`config.mk`:
```
export PLATFORM = sky130hd
export DESIGN_NAME = ctfc_top
export DESIGN_NICKNAME = d
export VERILOG_FILES = /design/src/core/ctfc_pkg.sv /design/src/core/ctfc_sync.sv /design/src/core/ctfc_top.sv
export SDC_FILE = /design/constraint.sdc
export NUM_CORES = 1
export LEC_CHECK = 0
export ABC_AREA = 1
export ABC_CLOCK_PERIOD_IN_PS = 2920
export BUFFER_PORTS_ARGS = -buffer_cell sky130_fd_sc_hd__buf_2
export CAP_MARGIN = 25
export CORE_ASPECT_RATIO = 0.6
export CORE_MARGIN = 4
export CORE_UTILIZATION = 50
export CTS_BUF_LIST = sky130_fd_sc_hd__clkbuf_16
export DETAILED_ROUTE_END_ITERATION = 8
export PLACE_DENSITY = 0.89
export RECOVER_POWER = 100
export SYNTH_ARGS = -nofsm -noshare
export SYNTH_HDL_FRONTEND = slang
export SYNTH_SLANG_ARGS = --single-unit
```
`constraint.sdc`:
```
create_clock -name clk_in -period 2.92 [get_ports clk_in]
set_clock_uncertainty 0.1 [all_clocks]
set_input_delay 0.73 -clock clk_in [delete_from_list [all_inputs] [get_ports clk_in]]
set_output_delay 0.73 -clock clk_in [all_outputs]
set_load 0.05 [all_outputs]
```
`src/core/ctfc_pkg.sv`:
```
/*
  Package for the CAN transceiver fault control block: register map, field positions,
  reset values, mode encodings and synchroniser depth.
  Assumes a 32-bit APB slave on the single 100 MHz device clock.
*/
package ctfc_pkg;

  localparam int unsigned CTFC_SYNC_STAGES = 3;

  // Register byte addresses.
  localparam logic [11:0] CTFC_ADDR_CTRL   = 12'h000;
  localparam logic [11:0] CTFC_ADDR_STATUS = 12'h004;
  localparam logic [11:0] CTFC_ADDR_IRQ_ST = 12'h008;
  localparam logic [11:0] CTFC_ADDR_IRQ_EN = 12'h00C;
  localparam logic [11:0] CTFC_ADDR_IRQ_CL = 12'h010;

  // Control register fields.
  localparam int unsigned CTFC_CTRL_MODE_LSB = 0;
  localparam int unsigned CTFC_CTRL_RELEASE  = 4;
  localparam logic [1:0]  CTFC_MODE_RESET    = 2'h0;

  // Status register fields.
  localparam int unsigned CTFC_ST_OT_INH   = 0;
  localparam int unsigned CTFC_ST_CLP_INH  = 1;
  localparam int unsigned CTFC_ST_UV       = 2;
  localparam int unsigned CTFC_ST_SPLIT    = 3;
  localparam int unsigned CTFC_ST_MODE_LSB = 4;

  // Interrupt status, enable and clear bits share one layout.
  localparam int unsigned CTFC_IRQ_BUS = 0;
  localparam int unsigned CTFC_IRQ_CLP = 1;
  localparam int unsigned CTFC_IRQ_OT  = 2;
  localparam int unsigned CTFC_IRQ_UV  = 3;
  localparam int unsigned CTFC_IRQ_W   = 4;
  localparam logic [CTFC_IRQ_W-1:0] CTFC_IRQ_EN_RESET = 4'hF;

  typedef enum logic [1:0] {
    CTFC_MODE_OFF      = 2'h0,
    CTFC_MODE_WAKE     = 2'h1,
    CTFC_MODE_NORMAL   = 2'h2,
    CTFC_MODE_RX_ONLY  = 2'h3
  } ctfc_mode_t;

  typedef struct packed {
    logic over_temp;
    logic rxd_clamp;
    logic bus_short;
    logic supply_uv;
  } ctfc_fault_t;

  typedef struct packed {
    logic [11:0] paddr;
    logic        psel;
    logic        penable;
    logic        pwrite;
    logic [31:0] pwdata;
  } ctfc_apb_req_t;

  typedef struct packed {
    logic [31:0] prdata;
    logic        pready;
    logic        pslverr;
  } ctfc_apb_rsp_t;

endpackage

```
`src/core/ctfc_sync.sv`:
```
/*
  Three-stage synchroniser for one asynchronous level; the output changes only once
  the second and third stages agree.
  Assumes the input may change at any time relative to clk_in.
*/
`timescale 1ns/1ps
module ctfc_sync
  import ctfc_pkg::*;
(
  input  wire logic clk_in,
  input  wire logic reset_n_in,
  input  wire logic async_in,
  output logic      level_out
);

  logic [CTFC_SYNC_STAGES-1:0] stage_q;

  // The first stage feeds only the second stage.
  always_ff @(posedge clk_in or negedge reset_n_in) begin
    if (!reset_n_in) begin
      stage_q <= '0;
    end else begin
      stage_q <= {stage_q[CTFC_SYNC_STAGES-2:0], async_in};
    end
  end

  always_ff @(posedge clk_in or negedge reset_n_in) begin
    if (!reset_n_in) begin
      level_out <= 1'b0;
    end else if (stage_q[1] == stage_q[2]) begin
      level_out <= stage_q[2];
    end
  end
endmodule

```
`src/core/ctfc_top.sv`:
```
/*
  Fault handling and mode control for a high-speed CAN transceiver cell: transmit gating
  on overtemperature and receive clamp, bus-short flagging, supply undervoltage, the
  common-mode stabiliser enable and an APB register file with a masked interrupt.
  Assumes analog detectors drive level flags asynchronously and the host MCU drives
  the transmit input from its own clock domain.
*/
`timescale 1ns/1ps
// Behaviour
// - Overtemperature blocks the transmitter so nothing is driven onto the bus.
// - Overtemperature never alters the programmed mode; recovery needs no software.
// - After cooling, transmit stays blocked until a dominant-to-recessive transmit edge.
// - A clamped recessive receive output is flagged and inhibits transmit while present.
// - Receive clamp inhibit is released only by a software command, never by itself.
// - Undervoltage comes from the supply rail monitor; host may switch the cell off.
// - Any CANH/CANL short to a supply sets the bus flag, interrupting unless masked.
// - A bus wiring failure leaves the transceiver mode unchanged.
// - Stabiliser output on in Normal and Receive Only, high impedance otherwise.
// - An unmasked failure interrupt drives the active-low interrupt output low.
module ctfc_top
  import ctfc_pkg::*;
(
  input  wire logic          clk_in,
  input  wire logic          reset_n_in,
  input  wire ctfc_apb_req_t apb_req_in,
  output ctfc_apb_rsp_t      apb_rsp_out,
  input  wire logic          txd_in,
  input  wire ctfc_fault_t   fault_in,
  output logic               txd_drive_out,
  output logic               driver_en_out,
  output logic               split_oe_n_out,
  output logic               int_n_out
);

  ctfc_fault_t fault_s;
  logic        txd_s;
  logic        txd_dom_s;
  logic        txd_prev_q;
  logic        ot_prev_q;
  logic        ot_inh_q;
  logic        clp_inh_q;
  ctfc_mode_t  mode_q;
  logic [CTFC_IRQ_W-1:0] irq_st_q;
  logic [CTFC_IRQ_W-1:0] irq_en_q;
  logic [CTFC_IRQ_W-1:0] irq_set;
  logic [CTFC_IRQ_W-1:0] irq_clr;
  logic        wr_acc;
  logic        rd_acc;
  logic        addr_ok;
  logic        release_cmd;
  logic        tx_block;
  logic        split_on;
  logic [31:0] prdata_q;

  // All asynchronous levels pass a three-stage synchroniser.
  ctfc_sync u_sync_ot (
    .clk_in     (clk_in),
    .reset_n_in (reset_n_in),
    .async_in   (fault_in.over_temp),
    .level_out  (fault_s.over_temp)
  );
  ctfc_sync u_sync_clp (
    .clk_in     (clk_in),
    .reset_n_in (reset_n_in),
    .async_in   (fault_in.rxd_clamp),
    .level_out  (fault_s.rxd_clamp)
  );
  ctfc_sync u_sync_bus (
    .clk_in     (clk_in),
    .reset_n_in (reset_n_in),
    .async_in   (fault_in.bus_short),
    .level_out  (fault_s.bus_short)
  );
  ctfc_sync u_sync_uv (
    .clk_in     (clk_in),
    .reset_n_in (reset_n_in),
    .async_in   (fault_in.supply_uv),
    .level_out  (fault_s.supply_uv)
  );
  // The transmit input idles recessive (high) while the synchroniser resets low, so it
  // carries the dominant level; reset then reads recessive and fakes no release edge.
  ctfc_sync u_sync_txd (
    .clk_in     (clk_in),
    .reset_n_in (reset_n_in),
    .async_in   (~txd_in),
    .level_out  (txd_dom_s)
  );
  assign txd_s = ~txd_dom_s;

  // APB slave: zero wait states, every access completes in its access phase.
  assign wr_acc  = apb_req_in.psel & apb_req_in.penable & apb_req_in.pwrite;
  assign rd_acc  = apb_req_in.psel & apb_req_in.penable & ~apb_req_in.pwrite;
  always_comb begin
    case (apb_req_in.paddr)
      CTFC_ADDR_CTRL, CTFC_ADDR_STATUS, CTFC_ADDR_IRQ_ST,
      CTFC_ADDR_IRQ_EN, CTFC_ADDR_IRQ_CL: addr_ok = 1'b1;
      default:                            addr_ok = 1'b0;
    endcase
  end
  assign release_cmd = wr_acc && apb_req_in.paddr == CTFC_ADDR_CTRL
                       && apb_req_in.pwdata[CTFC_CTRL_RELEASE];

  // The mode changes only by software; no fault path writes it.
  always_ff @(posedge clk_in or negedge reset_n_in) begin
    if (!reset_n_in) begin
      mode_q <= ctfc_mode_t'(CTFC_MODE_RESET);
    end else if (wr_acc && apb_req_in.paddr == CTFC_ADDR_CTRL) begin
      mode_q <= ctfc_mode_t'(apb_req_in.pwdata[CTFC_CTRL_MODE_LSB +: 2]);
    end
  end

  always_ff @(posedge clk_in or negedge reset_n_in) begin
    if (!reset_n_in) begin
      txd_prev_q <= 1'b1;
      ot_prev_q  <= 1'b0;
    end else begin
      txd_prev_q <= txd_s;
      ot_prev_q  <= fault_s.over_temp;
    end
  end

  // Set while hot; cleared only by a rising (dominant-to-recessive) transmit edge
  // after the condition has gone, so a frame cut in mid-bit is not resumed.
  always_ff @(posedge clk_in or negedge reset_n_in) begin
    if (!reset_n_in) begin
      ot_inh_q <= 1'b0;
    end else if (fault_s.over_temp) begin
      ot_inh_q <= 1'b1;
    end else if (txd_s && !txd_prev_q) begin
      ot_inh_q <= 1'b0;
    end
  end

  // Set while the clamp fault stands, released only by software; fault wins.
  always_ff @(posedge clk_in or negedge reset_n_in) begin
    if (!reset_n_in) begin
      clp_inh_q <= 1'b0;
    end else if (fault_s.rxd_clamp) begin
      clp_inh_q <= 1'b1;
    end else if (release_cmd) begin
      clp_inh_q <= 1'b0;
    end
  end

  // Receive Only also keeps the driver off, as its definition requires.
  assign tx_block = ot_inh_q | clp_inh_q | (mode_q != CTFC_MODE_NORMAL);
  assign split_on = (mode_q == CTFC_MODE_NORMAL) | (mode_q == CTFC_MODE_RX_ONLY);

  always_ff @(posedge clk_in or negedge reset_n_in) begin
    if (!reset_n_in) begin
      txd_drive_out  <= 1'b1;
      driver_en_out  <= 1'b0;
      split_oe_n_out <= 1'b1;
    end else begin
      txd_drive_out  <= tx_block ? 1'b1 : txd_s;
      driver_en_out  <= ~tx_block;
      split_oe_n_out <= ~split_on;
    end
  end

  // Sticky interrupt flags: a new event wins over a clear in the same cycle.
  always_comb begin
    irq_set = '0;
    irq_set[CTFC_IRQ_BUS] = fault_s.bus_short;
    irq_set[CTFC_IRQ_CLP] = fault_s.rxd_clamp;
    irq_set[CTFC_IRQ_OT]  = fault_s.over_temp & ~ot_prev_q;
    irq_set[CTFC_IRQ_UV]  = fault_s.supply_uv;
    irq_clr = '0;
    if (wr_acc && apb_req_in.paddr == CTFC_ADDR_IRQ_CL) begin
      irq_clr = apb_req_in.pwdata[CTFC_IRQ_W-1:0];
    end
  end

  always_ff @(posedge clk_in or negedge reset_n_in) begin
    if (!reset_n_in) begin
      irq_st_q <= '0;
    end else begin
      irq_st_q <= (irq_st_q & ~irq_clr) | irq_set;
    end
  end

  always_ff @(posedge clk_in or negedge reset_n_in) begin
    if (!reset_n_in) begin
      irq_en_q <= CTFC_IRQ_EN_RESET;
    end else if (wr_acc && apb_req_in.paddr == CTFC_ADDR_IRQ_EN) begin
      irq_en_q <= apb_req_in.pwdata[CTFC_IRQ_W-1:0];
    end
  end

  assign int_n_out = ~|(irq_st_q & irq_en_q);

  always_ff @(posedge clk_in or negedge reset_n_in) begin
    if (!reset_n_in) begin
      prdata_q <= '0;
    end else if (apb_req_in.psel && !apb_req_in.penable && !apb_req_in.pwrite) begin
      prdata_q <= '0;
      case (apb_req_in.paddr)
        CTFC_ADDR_CTRL:   prdata_q[CTFC_CTRL_MODE_LSB +: 2] <= mode_q;
        CTFC_ADDR_STATUS: begin
          prdata_q[CTFC_ST_OT_INH]        <= ot_inh_q;
          prdata_q[CTFC_ST_CLP_INH]       <= clp_inh_q;
          prdata_q[CTFC_ST_UV]            <= fault_s.supply_uv;
          prdata_q[CTFC_ST_SPLIT]         <= split_on;
          prdata_q[CTFC_ST_MODE_LSB +: 2] <= mode_q;
        end
        CTFC_ADDR_IRQ_ST: prdata_q[CTFC_IRQ_W-1:0] <= irq_st_q;
        CTFC_ADDR_IRQ_EN: prdata_q[CTFC_IRQ_W-1:0] <= irq_en_q;
        default:          prdata_q <= '0;
      endcase
    end
  end

  // One driver for the whole response keeps the registered and combinational parts apart.
  assign apb_rsp_out = '{prdata:  prdata_q,
                         pready:  1'b1,
                         pslverr: (wr_acc | rd_acc) & ~addr_ok};
endmodule

```
======== Yosys cells after proc, flatten, opt, wreduce, memory -nomap -nowiden ========
Cells that the tools add are included.
operators by class
  shift-type cells ........................ 0
  bitwise operators ....................... 20
  order comparisons ....................... 0
  eq/ne operators ......................... 12
  mux-type cells .......................... 10
  reductions and logical operators ........ 16
  div/mod/pow operators ................... 0
  add/subtract/negate cells ............... 0
  multipliers ............................. 0
operator list
  operator                                                                count
  12-bit by 4-bit equality test with 1-bit output, second input constant  2
  12-bit by 3-bit equality test with 1-bit output, second input constant  1
  12-bit by 5-bit equality test with 1-bit output, second input constant  1
  12-bit logical NOT                                                      1
  4-bit bitwise AND                                                       2
  2-bit case mux with 4 select lines                                      1
  1-bit logical AND                                                       7
  1-bit inverter                                                          7
  1-bit two-way mux                                                       6
  2-bit case mux with 3 select lines                                      1
  1-bit bitwise AND                                                       5
  1-bit equality test                                                     5
  5-bit OR reduction                                                      1
  2-bit equality test, second input constant                              2
  1-bit logical NOT                                                       4
  4-bit two-way mux                                                       1
  4-bit inverter                                                          1
  1-bit OR                                                                4
  4-bit OR                                                                1
  2-bit nonzero test                                                      2
  4-bit OR reduction                                                      1
  2-bit two-way mux                                                       1
  2-bit inequality test, second input constant                            1
word-level totals
  latch bits .............................. 0
  bits in registers ....................... 43
  logic and storage cells ................. 79
  output and inout port bits .............. 38
  input bits .............................. 54
  memory bits (read-only) ................. 0
  memories ................................ 0
  bits in writable memories ............... 0

======== Depth between registers and ports, before layout ========
  depth after elaboration ................. 7
  mapped depth ............................ 8
  gate-level depth less buffers ........... 8

======== Cells and area by module ========
A second synthesis with hierarchy kept.
second synthesis, totals
  cell total of the unflattened synthesis .. 215
  area total of the unflattened synthesis .. 1996.9 um^2
by module, submodules not included
  module     area each (um^2)  sequential area each (um^2)  cells an instance  instances
  ctfc_top   1415.1            584.3                        175                1
  ctfc_sync  116.4             100.1                        8                  5

======== Least setup slack after synthesis ========
Ideal clock, no wire load.
  path kind ............................... input to output
  from .................................... input port apb_req_in[46] (netlist bit)
  to ...................................... output port apb_rsp_out[0] (netlist bit)
  data required time ...................... 2.090 ns
  setup slack ............................. 0.238 ns
  path buffers ............................ 1
  data arrival time ....................... 1.852 ns
  cell stages on the path ................. 7
  cells stage by stage .................... nor2_2 -> nand2_4 -> inv_4 -> buf_8 -> o21ai_0 -> nand4_1 -> nor2_1
RTL lines
  element      RTL line        RTL
  from (decl)  ctfc_top.sv:25  input wire ctfc_apb_req_t apb_req_in,
  to (decl)    ctfc_top.sv:26  output ctfc_apb_rsp_t apb_rsp_out,

==> impl_metrics.toml <==
[run_status]
status = "finished, final reports clean"

[placement]
routabilityCongestion = 0.879
place_ws_ns = 0.306
dp_hpwl_mm = 2.70
buffer_ports.inserted = 37

[setup_path]
critical_path.max_fanout = 5
worst_path_most_repeated_cell = "sky130_fd_sc_hd__nor2_1"
cp-start-kind = "input port"
crit_type = "in -> out"
timing.critical_path.buf_inv = 2
critical-path-slowest-cell = "sky130_fd_sc_hd__nor2_2"
critical_path.endpoint_type = "output pin"
worst-endpoint-arrival_ns = 1.88
crit_required_ns = 2.09
timing.critical_path.cells = "buf_2 > nor2_1 > nand2_1 > nor2_2 > o21ai_0 > nand4_1 > nor2_1 > clkbuf_2"
critical-path-top-delay-family = "simple AND/OR/NAND/NOR gates"
worst_path_max_stage_delay_ns = 0.28

[die]
initial_cell_density_of_the_core = 0.528
die-area_um2 = 5030
core_area_um2 = 3720
die_width_um = 88.9
placementRows = 17
io_pins = 92
die_h_um = 56.6

[clock_network]
cts_tree = "done"
cts_resized = 0
cts_htree_levels = 2
cts_buffers = 5
root_buffer = "sky130_fd_sc_hd__clkbuf_16"
cts_buffer_depth = 2
cts_sinks = 43
clock_edge_transition_at_the_registers_on_the_reported_setup_and_hold_paths_ns = 0.06
post_cts_buffers = 0
clkLatencyLatePin_ns = 0.28
holdBufCountCts = 0

[hold_path]
hold_path.class = "reg -> reg"

[drt]
post-route-drc-count = 0
finalWirelength_mm = 3.47
first_iter_violations = 71
detailedRoute.firstPassIterationCount = 4
avgRoutedWirePerCell_um = 12.0
dr_total_vias = 1349
final_antenna_net_count = 0
detail_route.vias_per_cell = 4.67

[cells_and_area]
fin_nets = 295
area.growth.synth_to_final_pct = 11.7
n_antenna_cell = 0
multiInputGateArea_um2 = 654
drive_above_1_share = 0.223
fillers = 326
mostFrequentLayoutCell = "sky130_fd_sc_hd__nand2_1"
commonest_cells_after_routing_fill_and_taps_aside = "37 x sky130_fd_sc_hd__nand2_1, 36 x sky130_fd_sc_hd__dfrtp_1, 27 x sky130_fd_sc_hd__conb_1"
final-seq-area_um2 = 1080

[grt]
first_pass_grt_wire_length_mm = 5.41
gr-total-overflow = 0
largest_net_degree_at_the_start_of_global_routing = 44
antenna_found_initial = 0
global_route.usage.total = 0.141
first_global_vias = 1173

[sta]
setup-tns-final_ns = 0
rsz_0062_raised_after_global_routing = "false"
max-slew-margin-rel = 0.391
timing.final.hold_violations = 0
fmax_mhz = 370
final_critical_path_setup_slack_ns = 0.214
fin_crit_ns = 2.71
final_min_period_over_clock_period = 0.927
max_slew_violations = 0
setup-violations-final = 0
worst_pin_slew_ns = 0.914

[synthesis]
synth.distinct_cells = 24
ys_seq_elements = 43
synthesis.area_per_instance_um2 = 9.83
synth-warning-count = 0
synth_sequential_area_ratio = 0.552
netlist_area_um2 = 1970
post_synth_inst_count = 200

[power_and_ir_drop]
static_power_due_to_leakage_nw = 1.10
worst_ir_drop_vdd_v = 0.000425
cellPowerDensity_nw_per_um2 = 588

[run]
maxCapViolCount = 0
logic make-up (layout without fill, tap and decap cells):
| kind of cell | Yosys count | count (layout) | share of synthesized area |
|---|---|---|---|
| adders and majority gates | 5 | 5 | 0.0255 |
| DFF | 43 | 43 | 0.552 |
| buffers and inverters | 50 | 67 | 0.154 |
| AOI/OAI and AO/OA | 21 | 21 | 0.0573 |
| and+or+nand+nor | 79 | 79 | 0.208 |
| other | 2 | 27 | 0.00382 |
final cells by class:
type / instances / area share
clock buffer: 5 / 0.0570
clock inverter: 3 / 0.00684
tap: 47 / 0.0268
sequential: 43 / 0.494
multi-input combinational: 132 / 0.298
timing repair buffer: 37 / 0.0786
inverter: 22 / 0.0387
where the power goes:
part	internal [mW]	leakage, nW	total, mW	switching [mW]
clock	0.310	0.0649	0.516	0.206
combinational	0.0255	0.540	0.146	0.120
sequential	0.620	0.497	0.630	0.0107
total	0.955	1.10	1.29	0.337
metrics by stage:
step                hold WS, ns  cell area, um^2  total power [mW]   util  cells
global placement          0.233             2090             0.784  0.560    281
CTS                       0.250             2230              1.31  0.598    289
global route              0.250             2200              1.35  0.590    289
detailed placement        0.237             2090             0.788  0.560    281
finish                    0.248             2200              1.29  0.590    289
floorplan                 0.231             2060             0.776      -    225
path summary, 6_finish.rpt:
check,start,end,slack (ns),cells after the start
max in group asynchronous,reset_n_in,prdata_q[3],1.67,1
max,apb_req_in[39],apb_rsp_out[0],0.21,8
min,u_sync_clp.stage_q[0],u_sync_clp.stage_q[1],0.25,0
min reg2reg,u_sync_clp.stage_q[0],u_sync_clp.stage_q[1],0.25,0
min in group asynchronous,reset_n_in,mode_q[1],0.49,1
max reg2reg,mode_q[1],txd_drive_out,1.75,3
synth_stat cells:
cell	count	area, um^2
sky130_fd_sc_hd__conb_1	2	7.51
sky130_fd_sc_hd__buf_8	1	15.0
sky130_fd_sc_hd__nor2_4	2	22.5
sky130_fd_sc_hd__nor2_2	6	37.5
sky130_fd_sc_hd__nand2_1	36	135
sky130_fd_sc_hd__inv_2	1	3.75
sky130_fd_sc_hd__nor2_1	9	33.8
sky130_fd_sc_hd__o21ai_0	2	10.0
sky130_fd_sc_hd__dfrtp_1	36	901
sky130_fd_sc_hd__nor4_1	2	12.5
sky130_fd_sc_hd__a22o_1	1	8.76
sky130_fd_sc_hd__nand2_2	3	18.8
sky130_fd_sc_hd__nand3_2	4	40.0
sky130_fd_sc_hd__dfstp_2	7	184
sky130_fd_sc_hd__buf_4	27	203
sky130_fd_sc_hd__nand2_4	1	11.3
sky130_fd_sc_hd__nand4_1	1	6.26
sky130_fd_sc_hd__inv_1	20	75.1
sky130_fd_sc_hd__o21ai_1	17	85.1
sky130_fd_sc_hd__inv_4	1	6.26
sky130_fd_sc_hd__nand3_1	14	70.1
sky130_fd_sc_hd__nor2_8	1	20.0
sky130_fd_sc_hd__a221oi_1	1	8.76
sky130_fd_sc_hd__maj3_1	5	50.1
sequential cells by signal, indices dropped and copies added, names as in the netlist, 2 cells and up:
signal,flops
u_sync_ot.stage_q,3
u_sync_clp.stage_q,3
mode_q,2
prdata_q,6
irq_st_q,4
irq_en_q,4
u_sync_uv.stage_q,3
u_sync_txd.stage_q,3
u_sync_bus.stage_q,3
worst reg2reg max path, cell delays in order, from the launching register on:
cell	delay (ns)
sky130_fd_sc_hd__dfrtp_1	0.41
sky130_fd_sc_hd__inv_1	0.07
sky130_fd_sc_hd__nor4_1	0.41
sky130_fd_sc_hd__nand2_1	0.09
layer usage:
| metal | GRT usage | vias up | wire length, um |
|---|---|---|---|
| met5 | 0 | - | 0 |
| met4 | 0.0361 | 0 | 4 |
| met3 | 0.0528 | 2 | 324 |
| met2 | 0.205 | 55 | 1670 |
| met1 | 0.199 | 626 | 1480 |
| li1 | - | 666 | - |
No activity file was read; power rests on OpenSTA's default activity.
